**config.mk**
```make
export PLATFORM = sky130hd
export DESIGN_NAME = dsfs_supervisor
export DESIGN_NICKNAME = d
export VERILOG_FILES = /design/src/dsfs_pkg.sv /design/src/dsfs_supervisor.sv
export SDC_FILE = /design/constraint.sdc
export NUM_CORES = 1
export LEC_CHECK = 0
export BUFFER_PORTS_ARGS = -buffer_cell sky130_fd_sc_hd__buf_2
export CAP_MARGIN = 20
export CORE_ASPECT_RATIO = 0.5
export CORE_MARGIN = 2
export CORE_UTILIZATION = 54
export CTS_CLUSTER_DIAMETER = 100
export DETAILED_ROUTE_END_ITERATION = 6
export PLACE_DENSITY_LB_ADDON = 0.2
export SYNTH_ARGS = -nofsm -noshare
export SYNTH_HDL_FRONTEND = slang
export SYNTH_SLANG_ARGS = --single-unit
```
**constraint.sdc**
```tcl
create_clock -name mclk -period 54.7 [get_ports mclk]
set_clock_uncertainty 0.2 [all_clocks]
set_input_delay 5.47 -clock mclk [delete_from_list [all_inputs] [get_ports mclk]]
set_output_delay 5.47 -clock mclk [all_outputs]
set_load 0.05 [all_outputs]
```
**src/dsfs_pkg.sv**
```systemverilog
package dsfs_pkg;
   localparam int CLK_HZ      = 100_000_000;
   localparam int T_TICK_S    = 1;
   localparam int SEC_PER_MIN = 60;

   typedef logic        [10:0] dsfs_sec_t;
   typedef logic signed [10:0] dsfs_ana_t;

   localparam logic [15:0] REG_NORMAL  = 16'h9cb9;
   localparam logic [15:0] REG_DERATE  = 16'h9cbb;
   localparam logic [15:0] REG_SAFE    = 16'h9cbd;
   localparam logic [15:0] REG_ALARM   = 16'h9cbf;
   localparam logic [15:0] REG_REBOOT  = 16'h9cc7;
   localparam logic [15:0] REG_TIMEOUT = 16'h9cd4;
   localparam logic [15:0] REG_EXT_AMB = 16'h9d21;

   localparam int NB_RUN = 0, NB_HEAT = 3, NB_START = 4, NB_OIL = 5;
   localparam int NB_RESTART = 6, NB_DERATE = 28, NB_SAFE = 29;
   localparam int NB_ALARM = 30, NB_TRIP = 31;
   localparam int DB_PST = 0, DB_SUC = 2, DB_CPL = 4, DB_CPH = 5, DB_PWR = 6;
   localparam int SB_EVI = 0, SB_EVO = 1, SB_AMB = 2, SB_AGE = 3, NSAFE = 3;
   localparam int AB_PERIPH = 0, AB_ENV = 1, AB_OVC = 2, AB_DCH = 3;
   localparam int AB_DRT = 4, AB_UV = 5, AB_DIS = 6, AB_DISINV = 7;
   localparam int AB_COMM = 8, AB_MCP = 9, AB_DCL = 10, AB_SUCINV = 11;
   localparam int AB_CPINV = 12, AB_CPLOW = 13, AB_DEF = 14, AB_FREQ = 15;
   localparam int AB_INT = 31, NALM = 16;

   localparam logic [15:0] FIXED_RPM = 16'h0960;
   localparam logic [15:0] ZERO_RPM  = 16'h0000;

   localparam dsfs_sec_t T_START_S   = 11'h03c;
   localparam dsfs_sec_t T_OIL_S     = 11'h03c;
   localparam int        T_LOW_MIN   = 30;
   localparam dsfs_sec_t T_LOW_S     = dsfs_sec_t'(T_LOW_MIN * SEC_PER_MIN);
   localparam dsfs_sec_t T_RESTART_S = 11'h03c;
   localparam dsfs_sec_t T_SAFE_S    = 11'h03c;
   localparam dsfs_sec_t T_AGE_S     = 11'h03c;
   localparam dsfs_sec_t T_ENV_A_S   = 11'h03c;
   localparam dsfs_sec_t T_ENV_B_S   = 11'h05a;
   localparam dsfs_sec_t T_ALM_S     = 11'h078;
   localparam int        T_COMM_MIN  = 2;
   localparam dsfs_sec_t T_COMM_S    = dsfs_sec_t'(T_COMM_MIN * SEC_PER_MIN);
   localparam dsfs_sec_t T_DEF_S     = 11'h708;
   localparam dsfs_sec_t T_FREQ_S    = 11'h258;

   localparam logic [3:0] N_TRIP10 = 4'ha;
   localparam logic [3:0] N_OVC    = 4'h5;
   localparam logic [2:0] N_STOPS  = 3'h6;

   localparam dsfs_ana_t V_SUP_DER = 11'sh0d0;
   localparam dsfs_ana_t V_SUP_UV  = 11'sh0b4;
   localparam dsfs_ana_t V_DCL_HI  = 11'sh1c2;
   localparam dsfs_ana_t V_DCL_LO  = 11'sh0c8;
   localparam dsfs_ana_t T_DRV_HI  = 11'sh073;
   localparam dsfs_ana_t T_DIS_HI  = 11'sh08a;
   localparam dsfs_ana_t T_DIS_MIN = -11'sh03c;
   localparam dsfs_ana_t T_DIS_MAX = 11'sh0c8;
   localparam dsfs_ana_t T_AMB_MIN = -11'sh03c;
   localparam dsfs_ana_t T_AMB_MAX = 11'sh064;
   localparam dsfs_ana_t P_MIN     = 11'sh000;
   localparam dsfs_ana_t P_SUC_MAX = 11'sh0a0;
   localparam dsfs_ana_t P_CON_MAX = 11'sh1f4;

   typedef enum logic [1:0] {
      RUN_STOP  = 2'b00,
      RUN_START = 2'b01,
      RUN_RUN   = 2'b11,
      RUN_OIL   = 2'b10
   } dsfs_run_e;

   typedef struct packed {
      logic        turning;
      logic        heater;
      logic        pst_crit;
      logic        suc_low;
      logic        cond_low;
      logic        cond_high;
      logic        extreme;
      logic        ac_fan;
      logic        evc_in_lost;
      logic        evc_out_lost;
      logic        ext_sel;
      logic        env_out;
      logic        env_long;
      logic        env_suc;
      logic        ovc;
      logic        earth;
      logic        mcp_fault;
      logic        int_err;
      logic        defrost;
      logic        cond_low_run;
      logic [15:0] speed_ref;
      dsfs_ana_t   supply_v;
      dsfs_ana_t   dclink_v;
      dsfs_ana_t   drive_t;
      dsfs_ana_t   discharge_temp_sensor;
      dsfs_ana_t   amb_t;
      dsfs_ana_t   suction_pressure;
      dsfs_ana_t   condenser_pressure;
   } dsfs_sens_t;
endpackage

```
**src/dsfs_supervisor.sv**
```systemverilog
`timescale 1ns/1ns
// Summary of operation
// - Running flag follows compressor rotation.
// - Start-up holds 2400 RPM for 60 s.
// - Oil return after 30 min below 2400.
// - Restart blocked 60 s after stop.
// - Summary flags in normal word bits 28-31.
// - Power stage hot sets derate, slows.
// - Suction low, condenser high derate speed.
// - Condenser low reduces fan, AC only.
// - Supply below 208 V limits power.
// - Valve controller loss held 60 s.
// - Ambient out of range held 60 s.
// - External ambient stale 60 s flags.
// - Several safe conditions raise alarm.
// - Envelope alarm; ten low-suction ones trip.
// - Overcurrent stops; earth fault trips.
// - DC link over 450 V; ten trip.
// - Drive over 115 C trips at once.
// - Supply below 180 V stops compressor.
// - Discharge over 138 C; ten trip.
// - Invalid sensor readings stop the drive.
// - Read timeout stops; resume 2 min later.
// - Safety or internal error trips at once.
// - Alarm bits stay set 120 s.
// - Trip lock cleared by power or reboot.
// - Status bit set while condition present.
module dsfs_supervisor
   import dsfs_pkg::*;
#(
   parameter int SEC_CYCLES = CLK_HZ * T_TICK_S
) (
   // Clock and resets.
   input  wire logic        mclk,
   input  wire logic        rst,
   input  wire logic        por,
   // Sensor and drive condition pins.
   input  wire dsfs_sens_t  sens,
   // Register port of the thermostat master.
   input  wire logic [15:0] reg_addr,
   input  wire logic        reg_rd,
   input  wire logic        reg_wr,
   input  wire logic [31:0] reg_wdata,
   output logic      [31:0] rd_data,
   output logic             rd_valid,
   output logic             rd_err,
   // Drive commands.
   output logic      [15:0] speed_cmd,
   output logic             run_en,
   output logic             fan_reduce,
   output logic             pwr_limit
);

   typedef struct packed {
      logic [31:0]                div;
      logic                       tick;
      logic [1:0]                 fill;
      dsfs_sens_t                 s1;
      dsfs_sens_t                 s2;
      dsfs_run_e                  run;
      dsfs_sec_t                  run_t;
      dsfs_sec_t                  low_t;
      dsfs_sec_t                  restart_t;
      logic [NALM-1:0][10:0]      ahold;
      logic [NSAFE-1:0][10:0]     shold;
      logic [NALM-1:0]            araw_q;
      dsfs_sec_t                  env_t;
      dsfs_sec_t                  def_t;
      dsfs_sec_t                  age_t;
      dsfs_sec_t                  freq_t;
      logic [2:0]                 stops;
      logic [15:0]                tmo_s;
      logic [15:0]                comm_t;
      logic                       comm_lost;
      dsfs_sec_t                  comm_rec;
      dsfs_ana_t                  ext_amb;
      logic [31:0]                rd_data;
      logic                       rd_valid;
      logic                       rd_err;
      logic [15:0]                speed_cmd;
      logic                       run_en;
      logic                       fan_reduce;
      logic                       pwr_limit;
   } dsfs_st_t;

   typedef struct packed {
      logic [31:0] cause;
      logic [3:0]  n_env;
      logic [3:0]  n_dch;
      logic [3:0]  n_dis;
      logic [3:0]  n_cpl;
      logic [3:0]  n_ovc;
   } dsfs_trip_t;

   function automatic logic out_rng(dsfs_ana_t v, dsfs_ana_t lo, dsfs_ana_t hi);
      return (v < lo) || (v > hi);
   endfunction
   function automatic dsfs_sec_t sat_inc(dsfs_sec_t v, dsfs_sec_t lim);
      return (v >= lim) ? lim : dsfs_sec_t'(v + 11'h001);
   endfunction
   dsfs_st_t        q;
   dsfs_st_t        next_q;
   dsfs_trip_t      tp;
   dsfs_trip_t      next_tp;
   dsfs_sens_t      s;
   dsfs_ana_t       amb;
   logic [NSAFE:0]  sraw;
   logic [31:0]     norm_w;
   logic [31:0]     der_w;
   logic [31:0]     safe_w;
   logic [31:0]     alm_w;
   logic [NALM-1:0] araw;
   logic [NALM-1:0] rise;
   logic [31:0]     tev;
   dsfs_sec_t       env_lim;
   logic            stop_req;
   logic            reboot;

   assign s      = q.s2;
   assign amb    = s.ext_sel ? q.ext_amb : s.amb_t;
   assign reboot = reg_wr && (reg_addr == REG_REBOOT);
   assign sraw[SB_EVI] = s.evc_in_lost;
   assign sraw[SB_EVO] = s.evc_out_lost;
   assign sraw[SB_AMB] = out_rng(amb, T_AMB_MIN, T_AMB_MAX);
   assign sraw[SB_AGE] = s.ext_sel && (q.age_t >= T_AGE_S);
   // Safe-mode bits other than SB_AGE stretch past the end of their cause.
   generate
      for (genvar i = 0; i < NSAFE; i++) begin : g_safe
         assign safe_w[i] = sraw[i] || (q.shold[i] != 11'h000);
      end
   endgenerate
   assign safe_w[SB_AGE]   = sraw[SB_AGE];
   assign safe_w[31:NSAFE+1] = '0;
   assign der_w = (32'h1 << DB_PST) * s.pst_crit
                | (32'h1 << DB_SUC) * s.suc_low
                | (32'h1 << DB_CPL) * (s.cond_low && s.ac_fan)
                | (32'h1 << DB_CPH) * s.cond_high
                | (32'h1 << DB_PWR) * ((s.supply_v < V_SUP_DER) || s.extreme);
   assign env_lim = s.env_long ? T_ENV_B_S : T_ENV_A_S;
   always_comb begin
      araw            = '0;
      araw[AB_PERIPH] = |(safe_w & (safe_w - 32'h1));
      araw[AB_ENV]    = s.env_out && (q.env_t >= env_lim);
      araw[AB_OVC]    = s.ovc;
      araw[AB_DCH]    = s.dclink_v > V_DCL_HI;
      araw[AB_DRT]    = s.drive_t > T_DRV_HI;
      araw[AB_UV]     = s.supply_v < V_SUP_UV;
      araw[AB_DIS]    = s.discharge_temp_sensor > T_DIS_HI;
      araw[AB_DISINV] = out_rng(s.discharge_temp_sensor, T_DIS_MIN, T_DIS_MAX);
      araw[AB_COMM]   = q.comm_lost;
      araw[AB_MCP]    = s.mcp_fault;
      araw[AB_DCL]    = s.dclink_v < V_DCL_LO;
      araw[AB_SUCINV] = out_rng(s.suction_pressure, P_MIN, P_SUC_MAX);
      araw[AB_CPINV]  = out_rng(s.condenser_pressure, P_MIN, P_CON_MAX);
      araw[AB_CPLOW]  = s.cond_low_run && (q.run == RUN_RUN);
      araw[AB_DEF]    = q.def_t >= T_DEF_S;
      araw[AB_FREQ]   = q.stops >= N_STOPS;
      // Zeroed synchroniser stages after reset would read as undervoltage, so wait for samples.
      araw            = araw & {NALM{q.fill[1]}};
   end
   assign rise = araw & ~q.araw_q;
   // Alarm bits hold for the minimum time after their cause clears.
   generate
      for (genvar i = 0; i < NALM; i++) begin : g_alm
         assign alm_w[i] = araw[i] || (q.ahold[i] != 11'h000) || tp.cause[i];
      end
   endgenerate
   assign alm_w[30:NALM] = tp.cause[30:NALM];
   assign alm_w[AB_INT]  = tp.cause[AB_INT];
   always_comb begin
      tev          = '0;
      tev[AB_ENV]  = rise[AB_ENV] && s.env_suc && (tp.n_env == N_TRIP10 - 4'h1);
      tev[AB_OVC]  = rise[AB_OVC] && (s.earth || (tp.n_ovc == N_OVC - 4'h1));
      tev[AB_DCH]  = rise[AB_DCH] && (tp.n_dch == N_TRIP10 - 4'h1);
      tev[AB_DRT]  = araw[AB_DRT];
      tev[AB_DIS]  = rise[AB_DIS] && (tp.n_dis == N_TRIP10 - 4'h1);
      tev[AB_MCP]  = araw[AB_MCP];
      tev[AB_CPLOW] = rise[AB_CPLOW] && (tp.n_cpl == N_TRIP10 - 4'h1);
      tev[AB_DEF]  = araw[AB_DEF];
      tev[AB_FREQ] = araw[AB_FREQ];
      tev[AB_INT]  = s.int_err;
   end

   assign norm_w = (32'h1 << NB_RUN) * s.turning
                 | (32'h1 << NB_HEAT) * s.heater
                 | (32'h1 << NB_START) * (q.run == RUN_START)
                 | (32'h1 << NB_OIL) * (q.run == RUN_OIL)
                 | (32'h1 << NB_RESTART) * ((q.run == RUN_STOP) && (q.restart_t < T_RESTART_S))
                 | (32'h1 << NB_DERATE) * (|der_w)
                 | (32'h1 << NB_SAFE) * (|safe_w)
                 | (32'h1 << NB_ALARM) * (|alm_w)
                 | (32'h1 << NB_TRIP) * (|tp.cause);

   assign stop_req = (|alm_w) || (s.speed_ref == ZERO_RPM);

   always_comb begin
      next_q      = q;
      next_q.s1   = sens;
      next_q.s2   = q.s1;
      next_q.fill = {q.fill[0], 1'b1};
      next_q.tick = 1'b0;
      next_q.div  = q.div + 32'h1;
      if (q.div >= 32'(SEC_CYCLES - 1)) begin
         next_q.div  = '0;
         next_q.tick = 1'b1;
      end
      next_q.araw_q = araw;
      for (int i = 0; i < NALM; i++) begin
         if (araw[i]) begin
            next_q.ahold[i] = T_ALM_S;
         end else if (q.tick && (q.ahold[i] != 11'h000)) begin
            next_q.ahold[i] = q.ahold[i] - 11'h001;
         end
      end
      for (int i = 0; i < NSAFE; i++) begin
         if (sraw[i]) begin
            next_q.shold[i] = T_SAFE_S;
         end else if (q.tick && (q.shold[i] != 11'h000)) begin
            next_q.shold[i] = q.shold[i] - 11'h001;
         end
      end
      if (q.tick) begin
         next_q.env_t     = s.env_out ? sat_inc(q.env_t, T_ENV_B_S) : 11'h000;
         next_q.def_t     = s.defrost ? sat_inc(q.def_t, T_DEF_S) : 11'h000;
         next_q.age_t     = sat_inc(q.age_t, T_AGE_S);
         next_q.restart_t = sat_inc(q.restart_t, T_RESTART_S);
         next_q.run_t     = sat_inc(q.run_t, T_LOW_S);
         next_q.comm_t    = (q.comm_t == 16'hffff) ? q.comm_t : q.comm_t + 16'h1;
         next_q.comm_rec  = sat_inc(q.comm_rec, T_COMM_S);
         if ((q.run == RUN_RUN) && (q.speed_cmd < FIXED_RPM)) begin
            next_q.low_t = sat_inc(q.low_t, T_LOW_S);
         end else begin
            next_q.low_t = 11'h000;
         end
         if (q.stops != 3'h0) begin
            next_q.freq_t = sat_inc(q.freq_t, T_FREQ_S);
         end
      end
      if (q.freq_t >= T_FREQ_S) begin
         next_q.stops  = 3'h0;
         next_q.freq_t = 11'h000;
      end
      if (reg_wr && (reg_addr == REG_TIMEOUT)) begin
         next_q.tmo_s = reg_wdata[15:0];
      end
      if (reg_wr && (reg_addr == REG_EXT_AMB)) begin
         next_q.ext_amb = reg_wdata[10:0];
         next_q.age_t   = 11'h000;
      end
      if (reg_rd) begin
         next_q.comm_t = 16'h0;
      end
      // Recovery time runs only while reads arrive within the timeout.
      if (q.comm_lost && (q.comm_rec >= T_COMM_S)) begin
         next_q.comm_lost = 1'b0;
      end
      if (q.tmo_s == 16'h0) begin
         next_q.comm_lost = 1'b0;
      end else if (q.comm_t >= q.tmo_s) begin
         next_q.comm_lost = 1'b1;
         next_q.comm_rec  = 11'h000;
      end
      unique case (q.run)
         RUN_STOP: begin
            if (!stop_req && (q.restart_t >= T_RESTART_S)) begin
               next_q.run   = RUN_START;
               next_q.run_t = 11'h000;
            end
         end
         RUN_START: begin
            if (q.run_t >= T_START_S) begin
               next_q.run   = RUN_RUN;
               next_q.low_t = 11'h000;
            end
         end
         RUN_RUN: begin
            if (q.low_t >= T_LOW_S) begin
               next_q.run   = RUN_OIL;
               next_q.run_t = 11'h000;
            end
         end
         RUN_OIL: begin
            if (q.run_t >= T_OIL_S) begin
               next_q.run   = RUN_RUN;
               next_q.low_t = 11'h000;
            end
         end
      endcase
      if (stop_req && (q.run != RUN_STOP)) begin
         next_q.run       = RUN_STOP;
         next_q.restart_t = 11'h000;
         if (q.stops < N_STOPS) begin
            next_q.stops = q.stops + 3'h1;
         end
      end
      if ((next_q.run == RUN_START) || (next_q.run == RUN_OIL) || (|safe_w)) begin
         next_q.speed_cmd = FIXED_RPM;
      end else if (s.pst_crit || s.suc_low || s.cond_high) begin
         next_q.speed_cmd = {1'b0, s.speed_ref[15:1]};
      end else begin
         next_q.speed_cmd = s.speed_ref;
      end
      if (next_q.run == RUN_STOP) begin
         next_q.speed_cmd = ZERO_RPM;
      end
      next_q.run_en     = next_q.run != RUN_STOP;
      next_q.fan_reduce = der_w[DB_CPL];
      next_q.pwr_limit  = der_w[DB_PWR];
      next_q.rd_valid   = reg_rd;
      next_q.rd_err     = 1'b0;
      next_q.rd_data    = '0;
      if (reg_rd) begin
         unique case (reg_addr)
            REG_NORMAL:  next_q.rd_data = norm_w;
            REG_DERATE:  next_q.rd_data = der_w;
            REG_SAFE:    next_q.rd_data = safe_w;
            REG_ALARM:   next_q.rd_data = alm_w;
            REG_TIMEOUT: next_q.rd_data = {16'h0, q.tmo_s};
            default:     next_q.rd_err = 1'b1;
         endcase
      end
   end

   always_comb begin
      next_tp = tp;
      if (reboot) begin
         next_tp = '0;
      end
      if (rise[AB_ENV]) begin
         next_tp.n_env = s.env_suc ? next_tp.n_env + 4'h1 : 4'h0;
      end
      if (rise[AB_OVC]) begin
         next_tp.n_ovc = next_tp.n_ovc + 4'h1;
      end
      if (rise[AB_DCH]) begin
         next_tp.n_dch = next_tp.n_dch + 4'h1;
      end
      if (rise[AB_DIS]) begin
         next_tp.n_dis = next_tp.n_dis + 4'h1;
      end
      if (rise[AB_CPLOW]) begin
         next_tp.n_cpl = next_tp.n_cpl + 4'h1;
      end
      next_tp.cause = next_tp.cause | tev;
   end

   always_ff @(posedge mclk or posedge rst) begin
      if (rst) begin
         q <= '0;
      end else begin
         q <= next_q;
      end
   end

   // Trip lock state ignores the ordinary reset.
   always_ff @(posedge mclk or posedge por) begin
      if (por) begin
         tp <= '0;
      end else begin
         tp <= next_tp;
      end
   end

   assign rd_data    = q.rd_data;
   assign rd_valid   = q.rd_valid;
   assign rd_err     = q.rd_err;
   assign speed_cmd  = q.speed_cmd;
   assign run_en     = q.run_en;
   assign fan_reduce = q.fan_reduce;
   assign pwr_limit  = q.pwr_limit;
endmodule

```
=== Yosys cells after proc, flatten, opt, wreduce, memory -nomap -nowiden ===
Cells that the tools add are included.

* $add $sub $neg: 36
* $lt $le $gt $ge: 30
* Equality and inequality tests: 19
* Muxes and demuxes: 90
* Bitwise operators: 17
* Reduce and logical (&&, ||, !) cells: 144

{| class="wikitable"
|+ Operators by type and width
! kind !! number
|-
| two-way mux 11 bit || 57
|-
| nonzero test 11 bit || 19
|-
| subtractor 11 x 1 -> 11 bit, second input constant || 19
|-
| one-hot mux 32 bit (5 select lines) || 1
|-
| == test 16 bit, second input constant || 8
|-
| OR reduction 32 bit || 4
|-
| two-way mux 16 bit || 6
|-
| adder 11 x 1 -> 11 bit, second input constant || 8
|-
| two-way mux 33 bit || 2
|-
| two-way mux 52 bit || 1
|-
| nonzero test 2 bit || 26
|-
| logical OR 1 bit || 46
|-
| logical AND 1 bit || 37
|-
| greater-or-equal comparator 11 bit, second input constant || 3
|-
| greater-or-equal comparator 11 x 6 -> 1 bit, second input constant || 3
|-
| greater-than comparator 11 x 9 -> 1 bit, second input constant || 3
|-
| < comparator 11 x 9 -> 1 bit, second input constant || 3
|-
| adder 32 x 1 -> 32 bit, second input constant || 1
|-
| AND 4 x 32 -> 32 bit || 1
|-
| greater-or-equal comparator 32 x 27 -> 1 bit, second input constant || 1
|-
| zero test 16 bit || 2
|-
| two-way mux 32 bit || 1
|-
| OR 31 x 32 -> 32 bit || 1
|-
| OR 32 bit || 1
|-
| 51 further kinds || 82
|}

* Bits in registers: 726
* Input port bits: 166
* Output and inout bits: 53
* Word-level logic and storage cells: 442

=== Longest topological paths before layout ===
* Word-level depth: 22
* Mapped depth: 15
* Gate-level depth less buffers: 14

=== Worst setup path after synthesis ===
OpenSTA, ideal clock, no wires.

* Kind: input-to-reg
* Start point: input port reg_addr[13]
* End point: register q, in the netlist rd_data[31]
* Library setup time: 84 ps
* Data arrival time: 7480 ps
* Data required time: 54416 ps
* Slack: 46935 ps
* Cell stages on the path: 6
* Buffers on the path: 0
* Cells stage by stage: nor4bb_1 nand4b_1 or4b_2 nor4_1 o21ai_0 a21boi_0

{| class="wikitable"
|+ RTL lines
! item !! RTL line !! source
|-
| start: declaration || dsfs_supervisor.sv:40 || <nowiki>input wire logic [15:0] reg_addr,</nowiki>
|-
| end signal: assignment || dsfs_supervisor.sv:351 || <nowiki>q <= next_q;</nowiki>
|-
| end: declaration || dsfs_supervisor.sv:101 || <nowiki>dsfs_st_t q;</nowiki>
|}

==> metrics.cfg <==
[finish]
finalInstanceArea_um2=32220
drive_gt1_frac=0.1316
num-nets-final=3036
fill_cells=4301
final_core_util=0.6182
finalNonFillerCells=3553
syn_to_final_growth_pct=12.77

[synthesis]
synth-edff-count=0
synth.area.top_cells=dfrtp_1 (59%), nor2_1 (3.9%), xnor2_1 (3.7%), nand2_1 (3.2%), ha_1 (3.0%)
ys.warnings.count=0
postSynthAreaPerCell_um2=10.93
yosysTopAreaCellShare=0.5912
synth.largest_area_cell=dfrtp_1
synthDistinctLibCells=84
async_flop_share=1.000
synth_seq_area_share=0.5912
ys_seq_elements=675
yosys-top-cells-count=dfrtp_1 (675), nor2_1 (299), nand2_1 (245)
synth_flop_cell=dfrtp_1
synth_cells=2614
yosysMostFrequentCell=dfrtp_1
syn_area_um2=28570

[critical_path]
path_class=in -> async
crit_buf_inv=5
path_cells=buf_2 > inv_8 > buf_4 > buf_4 > buf_4
critical_path.max_stage_delay_ns=0.87
arrival_ns=8.90
critPathLaunchType=input pin
path_delay_family=buffers and inverters
rr_startpoint=q[642]
crit_start=rst
endpoint_kind=async pin
crit_required_ns=55.11
worstPathMaxFanout=128
crit_path_frequent_cell=buf_4
critical_path.slowest_cell=buf_4

[place]
dp.cells=3439
dpl_cell_area_um2=30070
dp_hpwl_um=39400
io_buffers=186
routabilityCongestion=0.8622

[route]
detail-route-antenna-nets=0
routed_wl_um=57450
num_vias=19400
drt_iter0_markers=1301
drc=0
vias_per_cell=5.459
detail_route.first_pass.iterations=5
routedWlPerCell_um=16.17

[timing]
fin_crit_sh=0.1553
setup_viol=0
fmax_mhz=117.7
tns_ns=0
min_period_ns=8.496
max-slew-margin-rel=0.3665
hold_violations=0
tightest_slew_ns=0.9502
rsz0062_at_grt=no
maxSlewViolCount=0

[pwr]
ir_drop_mv=0.02878
p_leak_nw=14.57
powerDensity_nw_per_um2=35.45

[clock_tree]
path_clk_slew_ns=0.07
cts_root_buffer=clkbuf_16
cts_buffer_depth=3
cts.hold.buffers_added=0
cts.repair.resized=0
clock-sinks=675
clock_latency_ns=0.63
tritoncts=done
numCtsBuffers=58
post_cts_buffers=0
h-tree-depth=2

[grt]
grt_pass1_vias=19030
antenna_found_initial=2
grt_use_total=0.2135
overflow=0
grt_max_degree=129
grt_pass1_wl_um=95560

[floorplanning]
coreArea_um2=52120
initial_utilization=0.5482
die_x_um=329.3
ios=219
die_h_um=166.7
die-area_um2=54880
rows=59

[hold_path]
hold_path_class=reg -> reg
hp-start=next_q[424]

[job]
max_cap_viol_count=0

[run_status]
run_status=finished, final reports clean

## area by class of cell
cell class | count | area, µm² | area share
Antenna cell | 2 | 5.005 | 0.0001553
Timing Repair Buffer | 213 | 1185 | 0.03678
Inverter | 113 | 431.7 | 0.01340
Sequential cell | 675 | 16900 | 0.5244
Tap cell | 701 | 877.1 | 0.02722
Multi-Input combinational cell | 1741 | 10760 | 0.3339
Clock buffer | 88 | 1714 | 0.05320
Clock inverter | 20 | 355.3 | 0.01103
## power breakdown
part           switching [mW]  total (mW)  internal [mW]
clock                   0.186       0.442          0.255
combinational          0.0710       0.125         0.0537
sequential             0.0359       0.576          0.540
total                   0.293        1.14          0.849
## registers in the layout, summed over array words and instances (netlist names)
name,flops
speed_cmd,16
tp,29
rd_data,20
next_q,110
rd_valid,1
pwr_limit,1
run_en,1
fan_reduce,1
rd_err,1
alm_w,1
q,494
## worst paths after layout
| path | end | slack, ns | cells past startpoint |
|---|---|---|---|
| max in group mclk | q[94] | 46.84 | 8 |
| max | q[394] | 46.20 | 5 |
| max reg2reg | speed_cmd[4] | 49.05 | 13 |
| min reg2reg | q[424] | 0.14 | 0 |
| min | q[424] | 0.14 | 0 |
| min in group asynchronous | tp[13] | 4.73 | 3 |
## metrics by stage
stage | total power, mW | setup slack (ns) | hold WS (ns)
floorplan | 0.6748 | 30.96 | 0.1312
global placement | 0.7038 | 45.41 | 0.1314
detailed placement | 0.7088 | 45.39 | 0.1347
CTS | 1.153 | 46.05 | 0.1456
global route | 1.202 | 45.57 | 0.1491
finish | 1.142 | 46.20 | 0.1423
## per-layer routing
| metal | global-route usage | part of all wire | routed length [µm] |
|---|---|---|---|
| met1 | 0.3047 | 0.47 | 26720 |
| met2 | 0.3391 | 0.47 | 27060 |
| met3 | 0.03419 | 0.037 | 2135 |
| met4 | 0.06462 | 0.027 | 1529 |
| met5 | 0 | 0 | 0 |
## logic make-up after synthesis
kind of cell / share of synthesized area
xor gates and xnor gates: 0.06621
AOI/OAI and AO/OA: 0.07681
adders and majority gates: 0.03013
other: 0.0002629
DFF: 0.5912
muxes: 0.01506
and+or+nand+nor: 0.1854
buffers and inverters: 0.03495
## cells in the final DEF (no fill, tap or decap), drive strengths merged, types with 71 or more instances in the layout
cell,instances
xor2,94
nand2,245
a21oi,108
nor2,299
clkbuf,89
o21ai,71
buf,212
inv,112
nor3,95
dfrtp,675
nand3,72
xnor2,122
(Power assumes the default switching activity.)
